**config.mk**
```make
export PLATFORM = sky130hd
export DESIGN_NAME = lsr_regs
export DESIGN_NICKNAME = d
export VERILOG_FILES = /design/src/inc/lsr_pkg.sv /design/src/hw/lsr_ms_timer.sv /design/src/hw/lsr_regs.sv
export SDC_FILE = /design/constraint.sdc
export NUM_CORES = 1
export LEC_CHECK = 0
export BUFFER_PORTS_ARGS = -buffer_cell sky130_fd_sc_hd__clkbuf_2
export CAP_MARGIN = 20
export CORE_MARGIN = 2
export CORE_UTILIZATION = 35
export CTS_CLUSTER_SIZE = 8
export DETAILED_ROUTE_END_ITERATION = 7
export PLACE_DENSITY = 0.53
export SYNTH_ARGS = -nofsm -noshare
export SYNTH_HDL_FRONTEND = slang
export SYNTH_SLANG_ARGS = --single-unit
```
**constraint.sdc**
```tcl
create_clock -name ref_clk -period 4.5 [get_ports ref_clk]
set_clock_uncertainty 0.05 [all_clocks]
set_input_delay 0.45 -clock ref_clk [delete_from_list [all_inputs] [get_ports ref_clk]]
set_output_delay 0.45 -clock ref_clk [all_outputs]
set_load 0.02 [all_outputs]
```
**src/inc/lsr_pkg.sv**
```systemverilog
// constants for the light sensor register block: command codes, field
// positions, reset values and measurement timing.
// assumes a 16-bit word interface in front of the block, run off one clock.
package lsr_pkg;

  // command codes of the register words
  localparam logic [2:0] CODE_CONFIG = 3'h0;
  localparam logic [2:0] CODE_UPPER = 3'h1;
  localparam logic [2:0] CODE_LOWER = 3'h2;
  localparam logic [2:0] CODE_SAVING = 3'h3;
  localparam logic [2:0] CODE_LIGHT = 3'h4;
  localparam logic [2:0] CODE_WHITE = 3'h5;
  localparam logic [2:0] CODE_STATUS = 3'h6;

  // reset values
  localparam logic [15:0] CONFIG_RESET = 16'h0001;
  localparam logic [15:0] WORD_RESET = 16'h0000;

  // configuration word fields
  localparam int GAIN_LSB = 11;
  localparam int ITIME_LSB = 6;
  localparam int PERS_LSB = 4;
  localparam int IRQ_EN_BIT = 1;
  localparam int SHUTDOWN_BIT = 0;

  // power saving word fields
  localparam int SAVE_MODE_LSB = 1;
  localparam int SAVE_EN_BIT = 0;

  // status word fields
  localparam int BELOW_BIT = 15;
  localparam int ABOVE_BIT = 14;

  // integration period encodings and their lengths in ms
  localparam logic [3:0] ITIME_25 = 4'hc;
  localparam logic [3:0] ITIME_50 = 4'h8;
  localparam logic [3:0] ITIME_100 = 4'h0;
  localparam logic [3:0] ITIME_200 = 4'h1;
  localparam logic [3:0] ITIME_400 = 4'h2;
  localparam logic [3:0] ITIME_800 = 4'h3;
  localparam logic [12:0] MS_25 = 13'h0019;
  localparam logic [12:0] MS_50 = 13'h0032;
  localparam logic [12:0] MS_100 = 13'h0064;
  localparam logic [12:0] MS_200 = 13'h00c8;
  localparam logic [12:0] MS_400 = 13'h0190;
  localparam logic [12:0] MS_800 = 13'h0320;

  // extra wait in mode 0, doubled for each further mode
  localparam logic [12:0] SAVE_BASE_MS = 13'h01f4;

  // clock rate and length of one timer tick
  localparam int CLK_HZ = 20000000;
  localparam int TICK_MS = 1;
  localparam int CYCLES_PER_TICK = CLK_HZ / 1000 * TICK_MS;

endpackage

```
**src/hw/lsr_ms_timer.sv**
```systemverilog
// millisecond divider and period counter for the measurement sequencer.
// assumes load is a one-cycle pulse; a new load restarts the period.
`timescale 1ns/10ps
module lsr_ms_timer
  import lsr_pkg::*;
#(
  parameter int CYCLES_PER_MS = CYCLES_PER_TICK
) (
  // clock and reset
  input wire logic ref_clk,
  input wire logic rst,
  // period control
  input wire logic load,
  input wire logic [12:0] load_ms,
  input wire logic halt,
  // end of period, one cycle
  output logic done
);

  logic [15:0] div_count; // cycles within the current ms
  logic ms_tick; // one-cycle enable each ms
  logic [12:0] ms_left; // ms still to run
  logic running; // a period is in progress

  assign ms_tick = running && (div_count == 16'(CYCLES_PER_MS - 1));

  // ms divider, restarted on each load so periods are exact
  always_ff @(posedge ref_clk) begin
    if (rst || load || halt || ms_tick) begin
      div_count <= 16'h0000;
    end else if (running) begin
      div_count <= div_count + 16'h0001;
    end
  end

  // period countdown
  always_ff @(posedge ref_clk) begin
    if (rst || halt) begin
      ms_left <= 13'h0000;
      running <= 1'b0;
      done <= 1'b0;
    end else if (load) begin
      ms_left <= load_ms;
      running <= (load_ms != 13'h0000);
      done <= 1'b0;
    end else if (ms_tick) begin
      ms_left <= ms_left - 13'h0001;
      // last ms ends the period
      running <= (ms_left != 13'h0001);
      done <= (ms_left == 13'h0001);
    end else begin
      done <= 1'b0;
    end
  end

endmodule

```
**src/hw/lsr_regs.sv**
```systemverilog
// register words and measurement control of the ambient light sensor.
// assumes a serial bus engine outside that turns each word transfer into
// one read or write pulse with a command code, and an analog front end
// whose converted results are valid on adc_light and adc_white.
`timescale 1ns/10ps
module lsr_regs
  import lsr_pkg::*;
#(
  parameter int CYCLES_PER_MS = CYCLES_PER_TICK
) (
  // clock and reset
  input wire logic ref_clk,
  input wire logic rst,
  // word access from the serial bus engine
  input wire logic [2:0] reg_sel,
  input wire logic reg_write,
  input wire logic reg_read,
  input wire logic [15:0] reg_wdata,
  output logic [15:0] reg_rdata,
  output logic reg_rvalid,
  // analog front end
  input wire logic [15:0] adc_light,
  input wire logic [15:0] adc_white,
  output logic afe_power_on,
  output logic afe_integrate,
  output logic [1:0] light_gain_select,
  // interrupt pin, open drain, active low
  output logic irq_n_out,
  output logic irq_n_oe
);

  // register words
  logic [15:0] measure_config; // code 0
  logic [15:0] upper_window_limit; // code 1
  logic [15:0] lower_window_limit; // code 2
  logic [15:0] power_saving_control; // code 3
  logic [15:0] light_result; // code 4
  logic [15:0] white_result; // code 5
  logic below_window_flag; // status bit 15
  logic above_window_flag; // status bit 14

  // decoded fields
  logic [3:0] integration_period;
  logic [1:0] trigger_persistence;
  logic threshold_irq_enable;
  logic sensor_shutdown;
  logic [1:0] saving_mode_select;
  logic saving_mode_enable;

  // sequencer
  typedef enum logic [1:0] {st_idle, st_integ, st_save} lsr_state_type;
  lsr_state_type state;
  logic timer_load; // start a period
  logic [12:0] timer_ms; // its length
  logic timer_done; // period over
  logic meas_end; // integration finished this cycle
  logic is_below; // sample under the window
  logic is_above; // sample over the window
  logic [3:0] run_count; // consecutive samples outside
  logic [3:0] next_run_count;
  logic [3:0] pers_needed; // samples needed before a flag
  logic status_read; // host reads the status word

  // integration period in ms; unlisted codes run as 100 ms
  function automatic logic [12:0] lsr_itime_ms(input logic [3:0] code);
    unique case (code)
      ITIME_25: lsr_itime_ms = MS_25;
      ITIME_50: lsr_itime_ms = MS_50;
      ITIME_100: lsr_itime_ms = MS_100;
      ITIME_200: lsr_itime_ms = MS_200;
      ITIME_400: lsr_itime_ms = MS_400;
      ITIME_800: lsr_itime_ms = MS_800;
      default: lsr_itime_ms = MS_100;
    endcase
  endfunction

  // samples required: 1, 2, 4 or 8
  function automatic logic [3:0] lsr_pers_count(input logic [1:0] code);
    lsr_pers_count = 4'h1 << code;
  endfunction

  // extra saving wait: 500 ms doubled per mode step
  function automatic logic [12:0] lsr_save_ms(input logic [1:0] mode);
    lsr_save_ms = SAVE_BASE_MS << mode;
  endfunction

  // field decode
  assign light_gain_select = measure_config[GAIN_LSB +: 2];
  assign integration_period = measure_config[ITIME_LSB +: 4];
  assign trigger_persistence = measure_config[PERS_LSB +: 2];
  assign threshold_irq_enable = measure_config[IRQ_EN_BIT];
  assign sensor_shutdown = measure_config[SHUTDOWN_BIT];
  assign saving_mode_select = power_saving_control[SAVE_MODE_LSB +: 2];
  assign saving_mode_enable = power_saving_control[SAVE_EN_BIT];
  assign pers_needed = lsr_pers_count(trigger_persistence);
  assign meas_end = (state == st_integ) && timer_done;
  assign is_below = adc_light < lower_window_limit;
  assign is_above = adc_light > upper_window_limit;
  assign status_read = reg_read && (reg_sel == CODE_STATUS);

  // config word; reserved bits stored as written
  always_ff @(posedge ref_clk) begin
    if (rst) begin
      measure_config <= CONFIG_RESET;
    end else if (reg_write && reg_sel == CODE_CONFIG) begin
      measure_config <= reg_wdata;
    end
  end

  // threshold and saving words
  always_ff @(posedge ref_clk) begin
    if (rst) begin
      upper_window_limit <= WORD_RESET;
      lower_window_limit <= WORD_RESET;
      power_saving_control <= WORD_RESET;
    end else if (reg_write) begin
      // read-only and unmapped codes ignore writes
      if (reg_sel == CODE_UPPER) begin
        upper_window_limit <= reg_wdata;
      end
      if (reg_sel == CODE_LOWER) begin
        lower_window_limit <= reg_wdata;
      end
      if (reg_sel == CODE_SAVING) begin
        power_saving_control <= reg_wdata;
      end
    end
  end

  // word read by command code, one cycle later
  always_ff @(posedge ref_clk) begin
    if (rst) begin
      reg_rdata <= WORD_RESET;
      reg_rvalid <= 1'b0;
    end else begin
      reg_rvalid <= reg_read;
      if (reg_read) begin
        unique case (reg_sel)
          CODE_CONFIG: reg_rdata <= measure_config;
          CODE_UPPER: reg_rdata <= upper_window_limit;
          CODE_LOWER: reg_rdata <= lower_window_limit;
          CODE_SAVING: reg_rdata <= power_saving_control;
          CODE_LIGHT: reg_rdata <= light_result;
          CODE_WHITE: reg_rdata <= white_result;
          CODE_STATUS: reg_rdata <= {below_window_flag, above_window_flag, 14'h0000};
          default: reg_rdata <= WORD_RESET;
        endcase
      end
    end
  end

  // measurement sequence: integrate, then optional saving wait
  always_ff @(posedge ref_clk) begin
    if (rst) begin
      state <= st_idle;
    end else if (sensor_shutdown) begin
      state <= st_idle;
    end else begin
      unique case (state)
        st_idle: state <= st_integ;
        st_integ: begin
          if (timer_done) begin
            state <= saving_mode_enable ? st_save : st_integ;
          end
        end
        st_save: begin
          if (timer_done) begin
            state <= st_integ;
          end
        end
      endcase
    end
  end

  // period start and length for the timer
  always_comb begin
    timer_load = 1'b0;
    timer_ms = lsr_itime_ms(integration_period);
    if (!sensor_shutdown) begin
      unique case (state)
        st_idle: timer_load = 1'b1;
        st_integ: begin
          if (timer_done) begin
            timer_load = 1'b1;
            if (saving_mode_enable) begin
              timer_ms = lsr_save_ms(saving_mode_select);
            end
          end
        end
        st_save: timer_load = timer_done;
      endcase
    end
  end

  lsr_ms_timer #(
    .CYCLES_PER_MS(CYCLES_PER_MS)
  ) i_lsr_ms_timer (
    .ref_clk(ref_clk),
    .rst(rst),
    .load(timer_load),
    .load_ms(timer_ms),
    .halt(sensor_shutdown),
    .done(timer_done)
  );

  // results: taken at each integration end, held in shutdown
  always_ff @(posedge ref_clk) begin
    if (rst) begin
      light_result <= WORD_RESET;
      white_result <= WORD_RESET;
    end else if (meas_end) begin
      light_result <= adc_light;
      white_result <= adc_white;
    end
  end

  // consecutive out-of-window count, saturating at eight
  always_comb begin
    next_run_count = run_count;
    if (meas_end) begin
      if (!(is_below || is_above)) begin
        next_run_count = 4'h0;
      end else if (run_count < 4'h8) begin
        next_run_count = run_count + 4'h1;
      end
    end
  end

  always_ff @(posedge ref_clk) begin
    if (rst) begin
      run_count <= 4'h0;
    end else begin
      run_count <= next_run_count;
    end
  end

  // status flags: set by events, cleared by reading, set wins
  always_ff @(posedge ref_clk) begin
    if (rst) begin
      below_window_flag <= 1'b0;
      above_window_flag <= 1'b0;
    end else begin
      if (meas_end && threshold_irq_enable && is_below && next_run_count >= pers_needed) begin
        below_window_flag <= 1'b1;
      end else if (status_read) begin
        below_window_flag <= 1'b0;
      end
      if (meas_end && threshold_irq_enable && is_above && next_run_count >= pers_needed) begin
        above_window_flag <= 1'b1;
      end else if (status_read) begin
        above_window_flag <= 1'b0;
      end
    end
  end

  // front end controls and interrupt pin
  always_ff @(posedge ref_clk) begin
    if (rst) begin
      afe_power_on <= 1'b0;
      afe_integrate <= 1'b0;
      irq_n_oe <= 1'b0;
    end else begin
      afe_power_on <= !sensor_shutdown;
      afe_integrate <= (state == st_integ) && !sensor_shutdown;
      irq_n_oe <= threshold_irq_enable && (below_window_flag || above_window_flag);
    end
  end

  // open drain only ever pulls low
  always_ff @(posedge ref_clk) begin
    irq_n_out <= 1'b0;
  end
endmodule

```
Yosys cells after proc, flatten, opt, wreduce, memory -nomap -nowiden:

Cells that the tools add are included.

* register bits after elaboration: 155
* bits in latches: 0
* memory bits (writable): 0
* memory bits (read-only): 0
* input port bits: 55
* output and inout bits: 23
* word-level logic and storage cells: 100
* memories kept: 0

* add/subtract/negate cells: 3
* multiply operators: 0
* divide/modulo/power cells: 0
* magnitude comparators: 4
* equality and inequality tests: 18
* shift operators: 2
* muxes and demuxes: 23
* bitwise gates (word level): 1
* reduce and logical (&&, ||, !) cells: 30

Operators by type and width (number)
* one-hot mux 16 bit (7 select lines): 1
* 2-to-1 mux 13 bit: 6
* one-hot mux 10 bit (5 select lines): 1
* adder 16 x 1 -> 16 bit, second input constant: 1
* == test 16 x 15 -> 1 bit, second input constant: 1
* > comparator 16 bit: 1
* less-than comparator 16 bit: 1
* == test 13 x 1 -> 1 bit, second input constant: 1
* inequality test 13 x 1 -> 1 bit, second input constant: 1
* nonzero test 13 bit: 1
* left shift 9 x 2 -> 13 bit, first input constant: 1
* subtractor 13 x 1 -> 13 bit, second input constant: 1
* 2-to-1 mux 4 bit: 3
* logical AND 1 bit: 11
* == test 3 bit, second input constant: 3
* == test 4 x 2 -> 1 bit, second input constant: 2
* == test 4 bit, second input constant: 2
* AND reduction 2 bit: 4
* 2-to-1 mux 1 bit: 7
* == test 3 x 2 -> 1 bit, second input constant: 2
* logical OR 1 bit: 6
* 2-to-1 mux 2 bit: 3
* one-hot mux 2 bit (3 select lines): 1
* nonzero test 2 bit: 3
* 16 further kinds: 17

Depth between registers and ports, before layout:

Gate-level depths: netlist (run 1).

* depth after elaboration: 8
* depth in mapped cells: 15
* depth with buffers taken out: 15

Hierarchy:

Synthesis (run 1) repeated with hierarchy kept, for this count alone.

* cell total of the unflattened synthesis: 1027
* area, all modules: 8037.7 µm²

Modules (own cells, without submodules)
* lsr_regs: instances 1, cells an instance 824, area an instance 6304.8 µm², sequential area each 2482.4 µm²
* lsr_ms_timer: instances 1, cells an instance 203, area an instance 1732.9 µm², sequential area each 620.6 µm²

Worst setup path after synthesis (run 1):

OpenSTA, ideal clock, no wires.

* path type: input port to flip-flop
* from: in adc_light[11]
* to: reg above_window_flag
* setup time: 0.132 ns
* arrival: 3.320 ns
* data required time: 4.318 ns
* path slack: 0.997 ns
* stages: 14
* path buffers: 0
* cells stage by stage: ha_1 > a2111oi_0 > o21ai_0 > a221o_1 > a221o_1 > a211oi_2 > a211o_1 > ha_1 > nand2b_1 > a21o_1 > a21o_1 > a21oi_1 > nand4bb_1 > a21oi_1

* longest elaborated chain between the ends: 7
* elaborated cells on any way between the ends: 10
* those cells by class: 3 x order compare; 3 x mux; 4 x reduce/logical

RTL lines
* start, declared: RTL line lsr_regs.sv:22 `input wire logic [15:0] adc_light,`
* less-than comparator 16 bit / > comparator 16 bit (equally long branches): RTL line lsr_regs.sv:97, lsr_regs.sv:98
* logical OR 1 bit: RTL line lsr_regs.sv:221 `if (!(is_below || is_above)) begin`
* 2-to-1 mux 4 bit: RTL line lsr_regs.sv:221
* 2-to-1 mux 4 bit: RTL line lsr_regs.sv:220 `if (meas_end) begin`
* greater-or-equal comparator 4 bit: RTL line lsr_regs.sv:248 `if (meas_end && threshold_irq_enable && is_above && next_run_count >= pers_needed) begin`
* logical AND 1 bit *: RTL line lsr_regs.sv:248
* 2-to-1 mux 1 bit / nonzero test 2 bit (equally long branches)
* end signal, assigned: RTL line lsr_regs.sv:241 `above_window_flag <= 1'b0;`
* end signal, assigned: RTL line lsr_regs.sv:249 `above_window_flag <= 1'b1;`
* end signal, assigned: RTL line lsr_regs.sv:251 `above_window_flag <= 1'b0;`
* end, declared: RTL line lsr_regs.sv:40 `logic above_window_flag;`

Mark *: on every way between the ends. The rest lies on a longest branch, timed or not.
A chain may end at the register's enable or synchronous reset.

Final worst setup path (run 1):

* from: reg upper_window_limit[11]
* to: reg above_window_flag

* longest elaborated chain between the ends: 7
* elaborated cells on any way between the ends: 9
* those cells by class: 2 x order compare; 3 x mux; 4 x reduce/logical

RTL lines
* start, declared: RTL line lsr_regs.sv:34 `logic [15:0] upper_window_limit;`
* start signal, assigned: RTL line lsr_regs.sv:119 `upper_window_limit <= reg_wdata;`
* > comparator 16 bit *: RTL line lsr_regs.sv:98 `assign is_above = adc_light > upper_window_limit;`
* logical OR 1 bit: RTL line lsr_regs.sv:221
* 2-to-1 mux 4 bit: RTL line lsr_regs.sv:221
* 2-to-1 mux 4 bit: RTL line lsr_regs.sv:220
* greater-or-equal comparator 4 bit: RTL line lsr_regs.sv:248
* logical AND 1 bit *: RTL line lsr_regs.sv:248
* 2-to-1 mux 1 bit / nonzero test 2 bit (equally long branches)

Marked as above.

==> flow_summary.ini, run 1 <==
[route]
routedWlPerCell_um = 17.6
drt-met1-wl_mm = 10.8
drc = 0
wl_met2_mm = 10.6
dr.pass1.iters = 5
vias = 6841
met3WireLength_mm = 1.20
drt_iter0_markers = 492
dr.max_layer_used = met4
vias_per_cell = 5.24
ant_nets = 0
routed_wirelength_mm = 22.9

[die]
ioPinCount = 78
die_y_um = 152
fp-row-count = 54
core_area_sq_mm = 0.0218
initial_core_util_pct = 35.5
die_area_sq_mm = 0.0232
die_w_um = 152

[global_route]
grt-ovfl-total = 0
antenna_found_initial = 0
grt_pass1_wl_mm = 36.0
grt_max_degree = 85
grt_usage_pct = 19.8
grt_pass1_vias = 6388

[setup_path]
cp_data_arrival_time_ps = 3990
cp-start-kind = flop
slowest_delay_ps = 450
slowest_stage = a211oi_2
worstPathRequired_ps = 4720
critPathBufInv = 1
cp_max_fo = 8
path_delay_family = compound AO/OA/AOI/OAI gates
path_cells = inv_1 > ha_1 > a2111oi_0 > o21ai_0 > a221o_1 > a221o_1 > a211oi_2 > a211o_1 > ha_1 > nand2b_1 > a21o_1 > a21o_1 > a21oi_1 > nand4bb_1 > a21oi_1
end_kind = flop
path_class = flop to flop

[synth]
yosysSeqAreaShare_pct = 40.2
async_flop_share_pct = 0
syn_nets = 1059
synthesis.instances = 963
postSynthRegisterBits = 155
syn_avg_cell_area_sq_um = 8.01
ys.flop_type = dfxtp_1
syn_area_sq_mm = 0.00771
ys_warn_count = 0
synth_cell_types = 64
synth_edf_count = 0

[sta]
final-max-slew-violation-count = 0
max_freq_mhz = 265
setup_viol = 0
hold_viol = 0
period_needed_ps = 3780
setup_ws_ps = 721
fin_setup_tns_ps = 0
relSlewSlack_pct = 31.3
tightest_slew_ps = 1030
grt_setup_unrepaired = false
min_period_over_period_pct = 84.0

[min_path]
hp-class = input pin to flop

[clock_network]
h-tree-depth = 4
worst_skew_pair.late_latency_ps = 430
cts_root_buf = clkbuf_16
clockBufferDepth = 2
cts_post_setup_buffers_inserted = 0
cts_resized = 0
cts_tree = yes
cts_hold_buf = 0
numCtsBuffers = 17
clock_sinks = 155
path_clk_slew_ps = 70

[flow_run]
max-cap-violations = 0

[place]
place_congestion = 0.853
place_ws_ps = 542
dpl.hpwl_mm = 15.6
dp_cells = 1274
placed_cell_area_sq_mm = 0.00830
port_buffers = 76

[power_and_ir_drop]
cellPowerDensity_mw_per_mm2 = 344
clock_power_share_pct = 46.2
static-leakage-power_uw = 0.00314
pwr-share-seq_pct = 46.1
comb_power_share_pct = 7.8
intPower_uw = 2270
power.share.switching_pct = 25.6
vdd_drop_max_uv = 217
p_sw_uw = 780

[cells_and_area]
nets = 1109
regArea_sq_mm = 0.00310
antenna_cells = 0
area_growth_pct = 15.0
instances_no_fill = 1306
multi_input_area_sq_mm = 0.00420
postLayoutCellArea_sq_mm = 0.00887
fillers = 2268
drive_gt1_share_pct = 14.3

[run_status]
status = complete, no violations
stage by stage:
stage	hold WS [ps]	utilization (%)	total power, uW
2_1_floorplan	383	-	1570
3_3_place_gp	393	38.1	1670
3_5_place_dp	396	38.1	1670
4_1_cts	172	40.8	3080
5_1_grt	187	40.8	3170
6_report	184	40.8	3050
cell usage after synthesis, drive strengths merged (2+ instances only):
library cell  number  area share, %
o21ai             30            1.9
a221oi             2           0.31
nor2              57            2.8
inv               48            2.3
nand2            244             12
a211oi             7           0.81
a21oi            128            8.3
xor2              15            1.7
dfxtp            155             40
xnor2             12            1.4
a31oi              4           0.32
or3                4           0.32
nand3             10           0.65
o32ai              2           0.23
mux4               8            2.3
mux2i             26            3.4
or4                2           0.24
a221o              2           0.26
a2111oi            2           0.23
nor4               5           0.76
o22ai              2           0.16
nand4b             2           0.23
or3b               2           0.23
nor2b              5           0.41
clkbuf            40            1.9
and3               4           0.39
o221ai            10            1.1
o211ai             9           0.88
and2               2           0.16
a22oi              5           0.49
nand2b             7           0.57
ha                41            6.7
nor3              17            1.2
a21o               4           0.39
or2                3           0.24
a41oi              3           0.34
nand4             14            1.2
buf               15            1.3
power by group through the flow:
stage               logic [uW]  clock network (uW)  registers, uW
floorplan                  135                   0           1440
global route               262                1500           1410
detailed placement         238                   0           1440
CTS                        238                1440           1410
finish                     237                1410           1410
global placement           237                   0           1440
layout by cell type, fill, tap and decap left out, types with 4 or more instances in the layout:
master	n
xor2_1	15
inv_1	48
clkbuf_16	17
ha_1	41
mux4_2	8
nor2_1	56
clkbuf_2	75
o21ai_0	30
nand4_1	13
a22oi_1	5
inv_6	4
o221ai_1	10
buf_4	11
dfxtp_1	155
nor3_1	14
nand2b_1	7
a21oi_1	128
mux2i_1	26
or3_1	4
o211ai_1	9
nor2b_1	4
nand3_1	10
xnor2_1	12
nand2_1	244
a21o_1	4
a211oi_1	5
area by class of cell:
class                      instances  area share [%]
clock buffer                      21            5.19
clock inverter                    11            1.24
inverter                          49            2.07
multi-input combinational        704            47.4
sequential                       155            35.0
tap                              280            3.95
timing repair buffer              86            5.16
flip-flops by register name, summed over array words and instances (netlist names):
signal	cells
i_lsr_ms_timer.div_count	16
light_result	16
lower_window_limit	16
measure_config	16
power_saving_control	16
reg_rdata	16
upper_window_limit	16
white_result	16
i_lsr_ms_timer.ms_left	13
run_count	4
state	2
above_window_flag	1
afe_integrate	1
afe_power_on	1
below_window_flag	1
i_lsr_ms_timer.done	1
i_lsr_ms_timer.running	1
irq_n_oe	1
reg_rvalid	1
cell families (layout without fill, tap and decap cells):
kind of cell             Yosys count  count (layout)  share of synthesized area [%]
flip-flops                       155             155                           40.2
adder cells (fa/ha/maj)           41              41                           6.65
AND/OR/NAND/NOR                  384             384                           22.0
XOR/XNOR                          27              27                           3.07
multiplexers                      35              35                           5.86
other                              1               1                         0.0486
AO/OA/AOI/OAI                    216             216                           16.5
buffers and inverters            104             167                           5.64
worst reg2reg max path, stage by stage, from the launching register on:
cell and delay, ps:
dfxtp_1 340, inv_1 50, ha_1 280, a2111oi_0 410, o21ai_0 160, a221o_1 350, a221o_1 290, a211oi_2 450
a211o_1 170, ha_1 220, nand2b_1 140, a21o_1 170, a21o_1 160, a21oi_1 150, nand4bb_1 150, a21oi_1 70
final timing paths:
kind                          startpoint  depth (start not counted)                end  slack, ps
setup reg to reg  upper_window_limit[11]                         15  above_window_flag        720
hold / removal             adc_white[11]                          3   white_result[11]        180
hold reg to reg        measure_config[2]                          2  measure_config[2]        400
setup / recovery  upper_window_limit[11]                         15  above_window_flag        720
metal layers:
metal  track usage [%]  vias up
li1                  -     3409
met1              27.0     3248
met2              31.8      161
met3              4.44       23
met4              4.89        0
met5                 0        -
(Power assumes the default switching activity.)
==> run 2: changes to the inputs <==
==> constraint.sdc (replaced) <==
create_clock -name ref_clk -period 3.9 [get_ports ref_clk]
set_clock_uncertainty 0.05 [all_clocks]
set_input_delay 0.39 -clock ref_clk [delete_from_list [all_inputs] [get_ports ref_clk]]
set_output_delay 0.39 -clock ref_clk [all_outputs]
set_load 0.02 [all_outputs]
==> flow_summary.ini, run 2 (synthesis gave the netlist of run 1 again) <==
[power_and_ir_drop]
cellPowerDensity_mw_per_mm2 = 395
static-leakage-power_uw = 0.00318
vdd_drop_max_uv = 234

[die]
initial_core_util_pct = 35.5
core_area_sq_mm = 0.0218
die_area_sq_mm = 0.0232
ioPinCount = 78
die_y_um = 152
fp-row-count = 54
die_w_um = 152

[clock_network]
clock_sinks = 155
clockBufferDepth = 2
cts_resized = 0
h-tree-depth = 4
cts_root_buf = clkbuf_16
worst_skew_pair.late_latency_ps = 430
numCtsBuffers = 17
cts_post_setup_buffers_inserted = 0
cts_tree = yes
cts_hold_buf = 0
path_clk_slew_ps = 70

[run_status]
status = complete, no violations

[global_route]
grt_pass1_wl_mm = 36.2
grt-ovfl-total = 0
grt_max_degree = 83
antenna_found_initial = 0
grt_pass1_vias = 6541
grt_usage_pct = 19.8

[setup_path]
cp-start-kind = flop
path_delay_family = compound AO/OA/AOI/OAI gates
end_kind = flop
critPathBufInv = 1
worstPathRequired_ps = 4120
path_class = flop to flop
slowest_delay_ps = 410
path_cells = inv_1 > ha_1 > a2111oi_1 > o21ai_0 > a221o_1 > a221o_1 > a211oi_2 > a211o_1 > ha_1 > nand2b_1 > a21o_1 > a21o_1 > a21oi_1 > nand4bb_1 > a21oi_1
cp_data_arrival_time_ps = 3830
cp_max_fo = 3
slowest_stage = a2111oi_1

[sta]
max_freq_mhz = 277
fin_setup_tns_ps = 0
relSlewSlack_pct = 39.3
min_period_over_period_pct = 92.4
final-max-slew-violation-count = 0
fin_worst_hold_slack_ps = 127
hold_viol = 0
setup_viol = 0
period_needed_ps = 3600
grt_setup_unrepaired = false
tightest_slew_ps = 908
setup_ws_ps = 296

[route]
routed_wirelength_mm = 22.8
drc = 0
drt_iter0_markers = 378
ant_nets = 0
dr.pass1.iters = 5
vias_per_cell = 5.19
vias = 6828
routedWlPerCell_um = 17.3

[cells_and_area]
nets = 1118
area_growth_pct = 15.6
layout_commonest_cell = nand2_1
drive_gt1_share_pct = 14.9
antenna_cells = 0
final_cell_mix = nand2_1, dfxtp_1, a21oi_1

[flow_run]
max-cap-violations = 0

[place]
port_buffers = 76
place_ws_ps = 169
dpl.hpwl_mm = 16.1
place_congestion = 0.876

[min_path]
hp-class = input pin to flop
[run 2: stage by stage]
stage / area, sq um / cells / utilization, % / power [uW]
detailed placement: 8350 / 1283 / 38.4 / 1930
global route: 8910 / 1315 / 41.0 / 3650
global placement: 8350 / 1283 / 38.4 / 1930
floorplan: 7710 / 963 / - / 1810
CTS: 8910 / 1315 / 41.0 / 3560
finish: 8910 / 1315 / 41.0 / 3520
[run 2: worst register-to-register path: stages (launching register included)]
cell and delay [ps]:
dfxtp_1 350, inv_1 50, ha_1 290, a2111oi_1 410, o21ai_0 160, a221o_1 350, a221o_1 290, a211oi_2 280
a211o_1 160, ha_1 220, nand2b_1 140, a21o_1 180, a21o_1 170, a21oi_1 150, nand4bb_1 140, a21oi_1 70
[run 2: metal layers]
| metal | vias to the layer above | global-route usage [%] | routed length, um |
|---|---|---|---|
| met5 | - | 0 | 0 |
| met1 | 3241 | 27.0 | 10900 |
| met3 | 23 | 4.38 | 1130 |
| met2 | 153 | 31.5 | 10400 |
| met4 | 0 | 5.64 | 369 |
| li1 | 3411 | - | - |
[run 2: worst paths after layout]
check	start	to	slack, ps	cells after the start
worst min-delay path	adc_white[13]	white_result[13]	130	3
worst max register to register	upper_window_limit[11]	above_window_flag	300	15
worst min register to register	measure_config[2]	measure_config[2]	400	2
worst max-delay path	upper_window_limit[11]	above_window_flag	300	15
[run 2: final cells by class]
cell class / count / area (sq um)
fillers: 2262 / 12800
multi-input cells: 704 / 4190
flip-flops and latches: 155 / 3100
repair buffers: 95 / 526
clock buffers: 18 / 429
well taps: 280 / 350
inverters: 49 / 184
clock inverters: 14 / 135
[run 2: where the power goes]
group          switching, uW  internal [uW]
Sequential              17.3           1600
Clock                    733            893
Combinational            178           97.2
Total                    929           2590
==> run 3: changes to the inputs <==
--- a/config.mk
+++ b/config.mk
@@ -11,7 +11,9 @@
 export CORE_UTILIZATION = 35
 export CTS_CLUSTER_SIZE = 8
 export DETAILED_ROUTE_END_ITERATION = 7
+export GPL_TIMING_DRIVEN = 0
 export PLACE_DENSITY = 0.53
 export SYNTH_ARGS = -nofsm -noshare
 export SYNTH_HDL_FRONTEND = slang
+export SYNTH_HIERARCHICAL = 1
 export SYNTH_SLANG_ARGS = --single-unit
==> constraint.sdc (replaced) <==
create_clock -name ref_clk -period 3.4 [get_ports ref_clk]
set_clock_uncertainty 0.05 [all_clocks]
set_input_delay 0.34 -clock ref_clk [delete_from_list [all_inputs] [get_ports ref_clk]]
set_output_delay 0.34 -clock ref_clk [all_outputs]
set_load 0.02 [all_outputs]
==> flow_summary.ini, run 3 <==
[run_status]
status = complete, no violations

[setup_path]
cp.depth = 14
slowest_delay_ps = 410
end_kind = flop
cp_data_arrival_time_ps = 3500
cp_max_fo = 6
cp-start-kind = flop
path_cells = inv_1 > ha_1 > nand2_1 > o21ai_1 > a221o_1 > o31a_4 > nor3_4 > nor2_1 > ha_1 > a21boi_0 > o21ai_0 > a21oi_2 > a22oi_1 > nor2_1
critPathBufInv = 1
ff2ff_path_depth = 14
worstPathRequired_ps = 3640
path_class = flop to flop
slowest_stage = dfxtp_1
path_delay_family = compound AO/OA/AOI/OAI gates

[sta]
relSlewSlack_pct = 52.7
setup_viol = 0
period_needed_ps = 3260
max_freq_mhz = 307
final-max-slew-violation-count = 0
tightest_slew_ps = 710
min_period_over_period_pct = 95.8
hold_viol = 0
setup_ws_ps = 143
fin_worst_hold_slack_ps = 77.2

[global_route]
grt_pass1_wl_mm = 39.9
antenna_found_initial = 0
grt_max_degree = 17
grt_pass1_vias = 7035
grt_usage_pct = 21.7
grt-ovfl-total = 0

[clock_network]
numCtsBuffers = 17
cts_root_buf = clkbuf_16
cts_tree = yes
clock_sinks = 155
h-tree-depth = 4
path_clk_slew_ps = 70
worst_skew_pair.late_latency_ps = 430
cts_hold_buf = 0
clockBufferDepth = 2

[synth]
synth_xor_area_share_pct = 1.63
synthesis.instances = 1027
ys_warn_count = 6
yosysSeqAreaShare_pct = 38.6
synth_most_common_cell = nand2_1
synth_top_family_by_area = simple AND/OR/NAND/NOR gates
muxShareOfSynthArea_pct = 5.11
synth_compound_area_share_pct = 16.9
ys.flop_type = dfxtp_1
yosys.area.top_type = dfxtp_1
yosys.area_share.simple_pct = 25.6
syn_avg_cell_area_sq_um = 7.83
async_flop_share_pct = 0
synth_cell_types = 75
synth_area_leaders = dfxtp_1, nand2_1, a21oi_1
syn_area_sq_mm = 0.00804
yosys.area_share.adder_pct = 6.38
postSynthRegisterBits = 155
yosysTopAreaCellShare_pct = 38.6
synth_edf_count = 0
yosys-top-cells-count = nand2_1, dfxtp_1, a21oi_1

[die]
initial_core_util_pct = 35.6
die_area_sq_mm = 0.0242
die_y_um = 156
fp-row-count = 55
core_area_sq_mm = 0.0226
die_w_um = 156
ioPinCount = 78

[place]
dpl.hpwl_mm = 20.2
place_ws_ps = 42.7
place_congestion = 0.884
port_buffers = 75

[route]
drc = 0
routedWlPerCell_um = 18.2
vias = 7525
routed_wirelength_mm = 25.9
vias_per_cell = 5.28
drt_iter0_markers = 544
ant_nets = 0
dr.pass1.iters = 5

[cells_and_area]
regArea_sq_mm = 0.00311
drive_gt1_share_pct = 14.6
multi_input_area_sq_mm = 0.00451
area_growth_pct = 17.6
fillers = 2364
layout_commonest_cell = nand2_1
final_cell_mix = nand2_1, dfxtp_1, a21oi_1
antenna_cells = 0
nets = 1224

[power_and_ir_drop]
vdd_drop_max_uv = 293
cellPowerDensity_mw_per_mm2 = 441
static-leakage-power_uw = 0.00342

[min_path]
worst_hold_path.num_cells = 3
hp-class = input pin to flop

[flow_run]
max-cap-violations = 0
==> run 3: changes by cell type after synthesis, moves of 7 or more <==
cell | previous run | this run
xor2_1 | 15 | 7
nand2b_1 | 7 | 14
a21oi_1 | 128 | 137
buf_2 | 3 | 14
nor2b_1 | 5 | 12
==> run 3: where the power goes <==
part | total, uW | internal, uW | switching (uW)
Sequential | 1860 | 1840 | 21.1
Combinational | 329 | 115 | 214
Clock | 1980 | 1140 | 842
==> run 3: final cells by class <==
| type | count | area share, % |
|---|---|---|
| multi-input combinational | 766 | 47.7 |
| sequential | 155 | 32.9 |
| clock buffer | 19 | 4.79 |
| timing repair buffer | 80 | 4.37 |
| tap | 285 | 3.77 |
| buffer | 62 | 3.04 |
| inverter | 46 | 1.83 |
| clock inverter | 13 | 1.63 |
==> run 3: through the flow <==
step                      utilization (%)  total power [uW]  cell area [sq um]  setup TNS (ps)  std cells
final                                41.9              4170               9450               0       1426
after global routing                 41.9              4310               9450           -63.0       1426
after CTS                            41.6              4190               9380               0       1421
after detailed placement             38.9              2220               8780               0       1389
after global placement               38.9              2220               8780               0       1389
after floorplan                         -              2080               8050               0       1029
==> run 3: timing repair <==
item | CTS | global route
resized for setup | 0 | 7
setup buffers | 0 | 5
endpoints found under the hold margin | 0 | 0
setup endpoints to repair | 0 | 2
==> run 3: path summary, 6_finish.rpt <==
| check | startpoint | slack (ps) | end |
|---|---|---|---|
| worst max-delay path | upper_window_limit[7] | 140 | below_window_flag |
| worst min-delay path | adc_white[6] | 80 | white_result[6] |
| worst max register to register | upper_window_limit[7] | 140 | below_window_flag |
| worst min register to register | measure_config[10] | 400 | measure_config[10] |
==> run 3: cell families (layout without fill, tap and decap cells) <==
kind of cell,Yosys count,after routing
compound gates,233,233
flops,155,155
other cells,1,3
simple gates,437,437
fa+ha+maj,41,41
buf+inv,108,220
xor+xnor,15,15
mux,37,37
==> run 3: worst min-delay path, delay by kind of cell <==
kind	cells	cell delay, ps
buffers and inverters	1	80
and+or+nand+nor	1	40
AOI/OAI and AO/OA	1	50
==> run 3: routing by layer <==
layer	vias up	track usage, %	routed length, um
li1	3740	-	-
met1	3545	29.4	12100
met2	208	34.7	11900
met3	32	4.78	1420
met4	0	6.03	481
met5	-	0	0
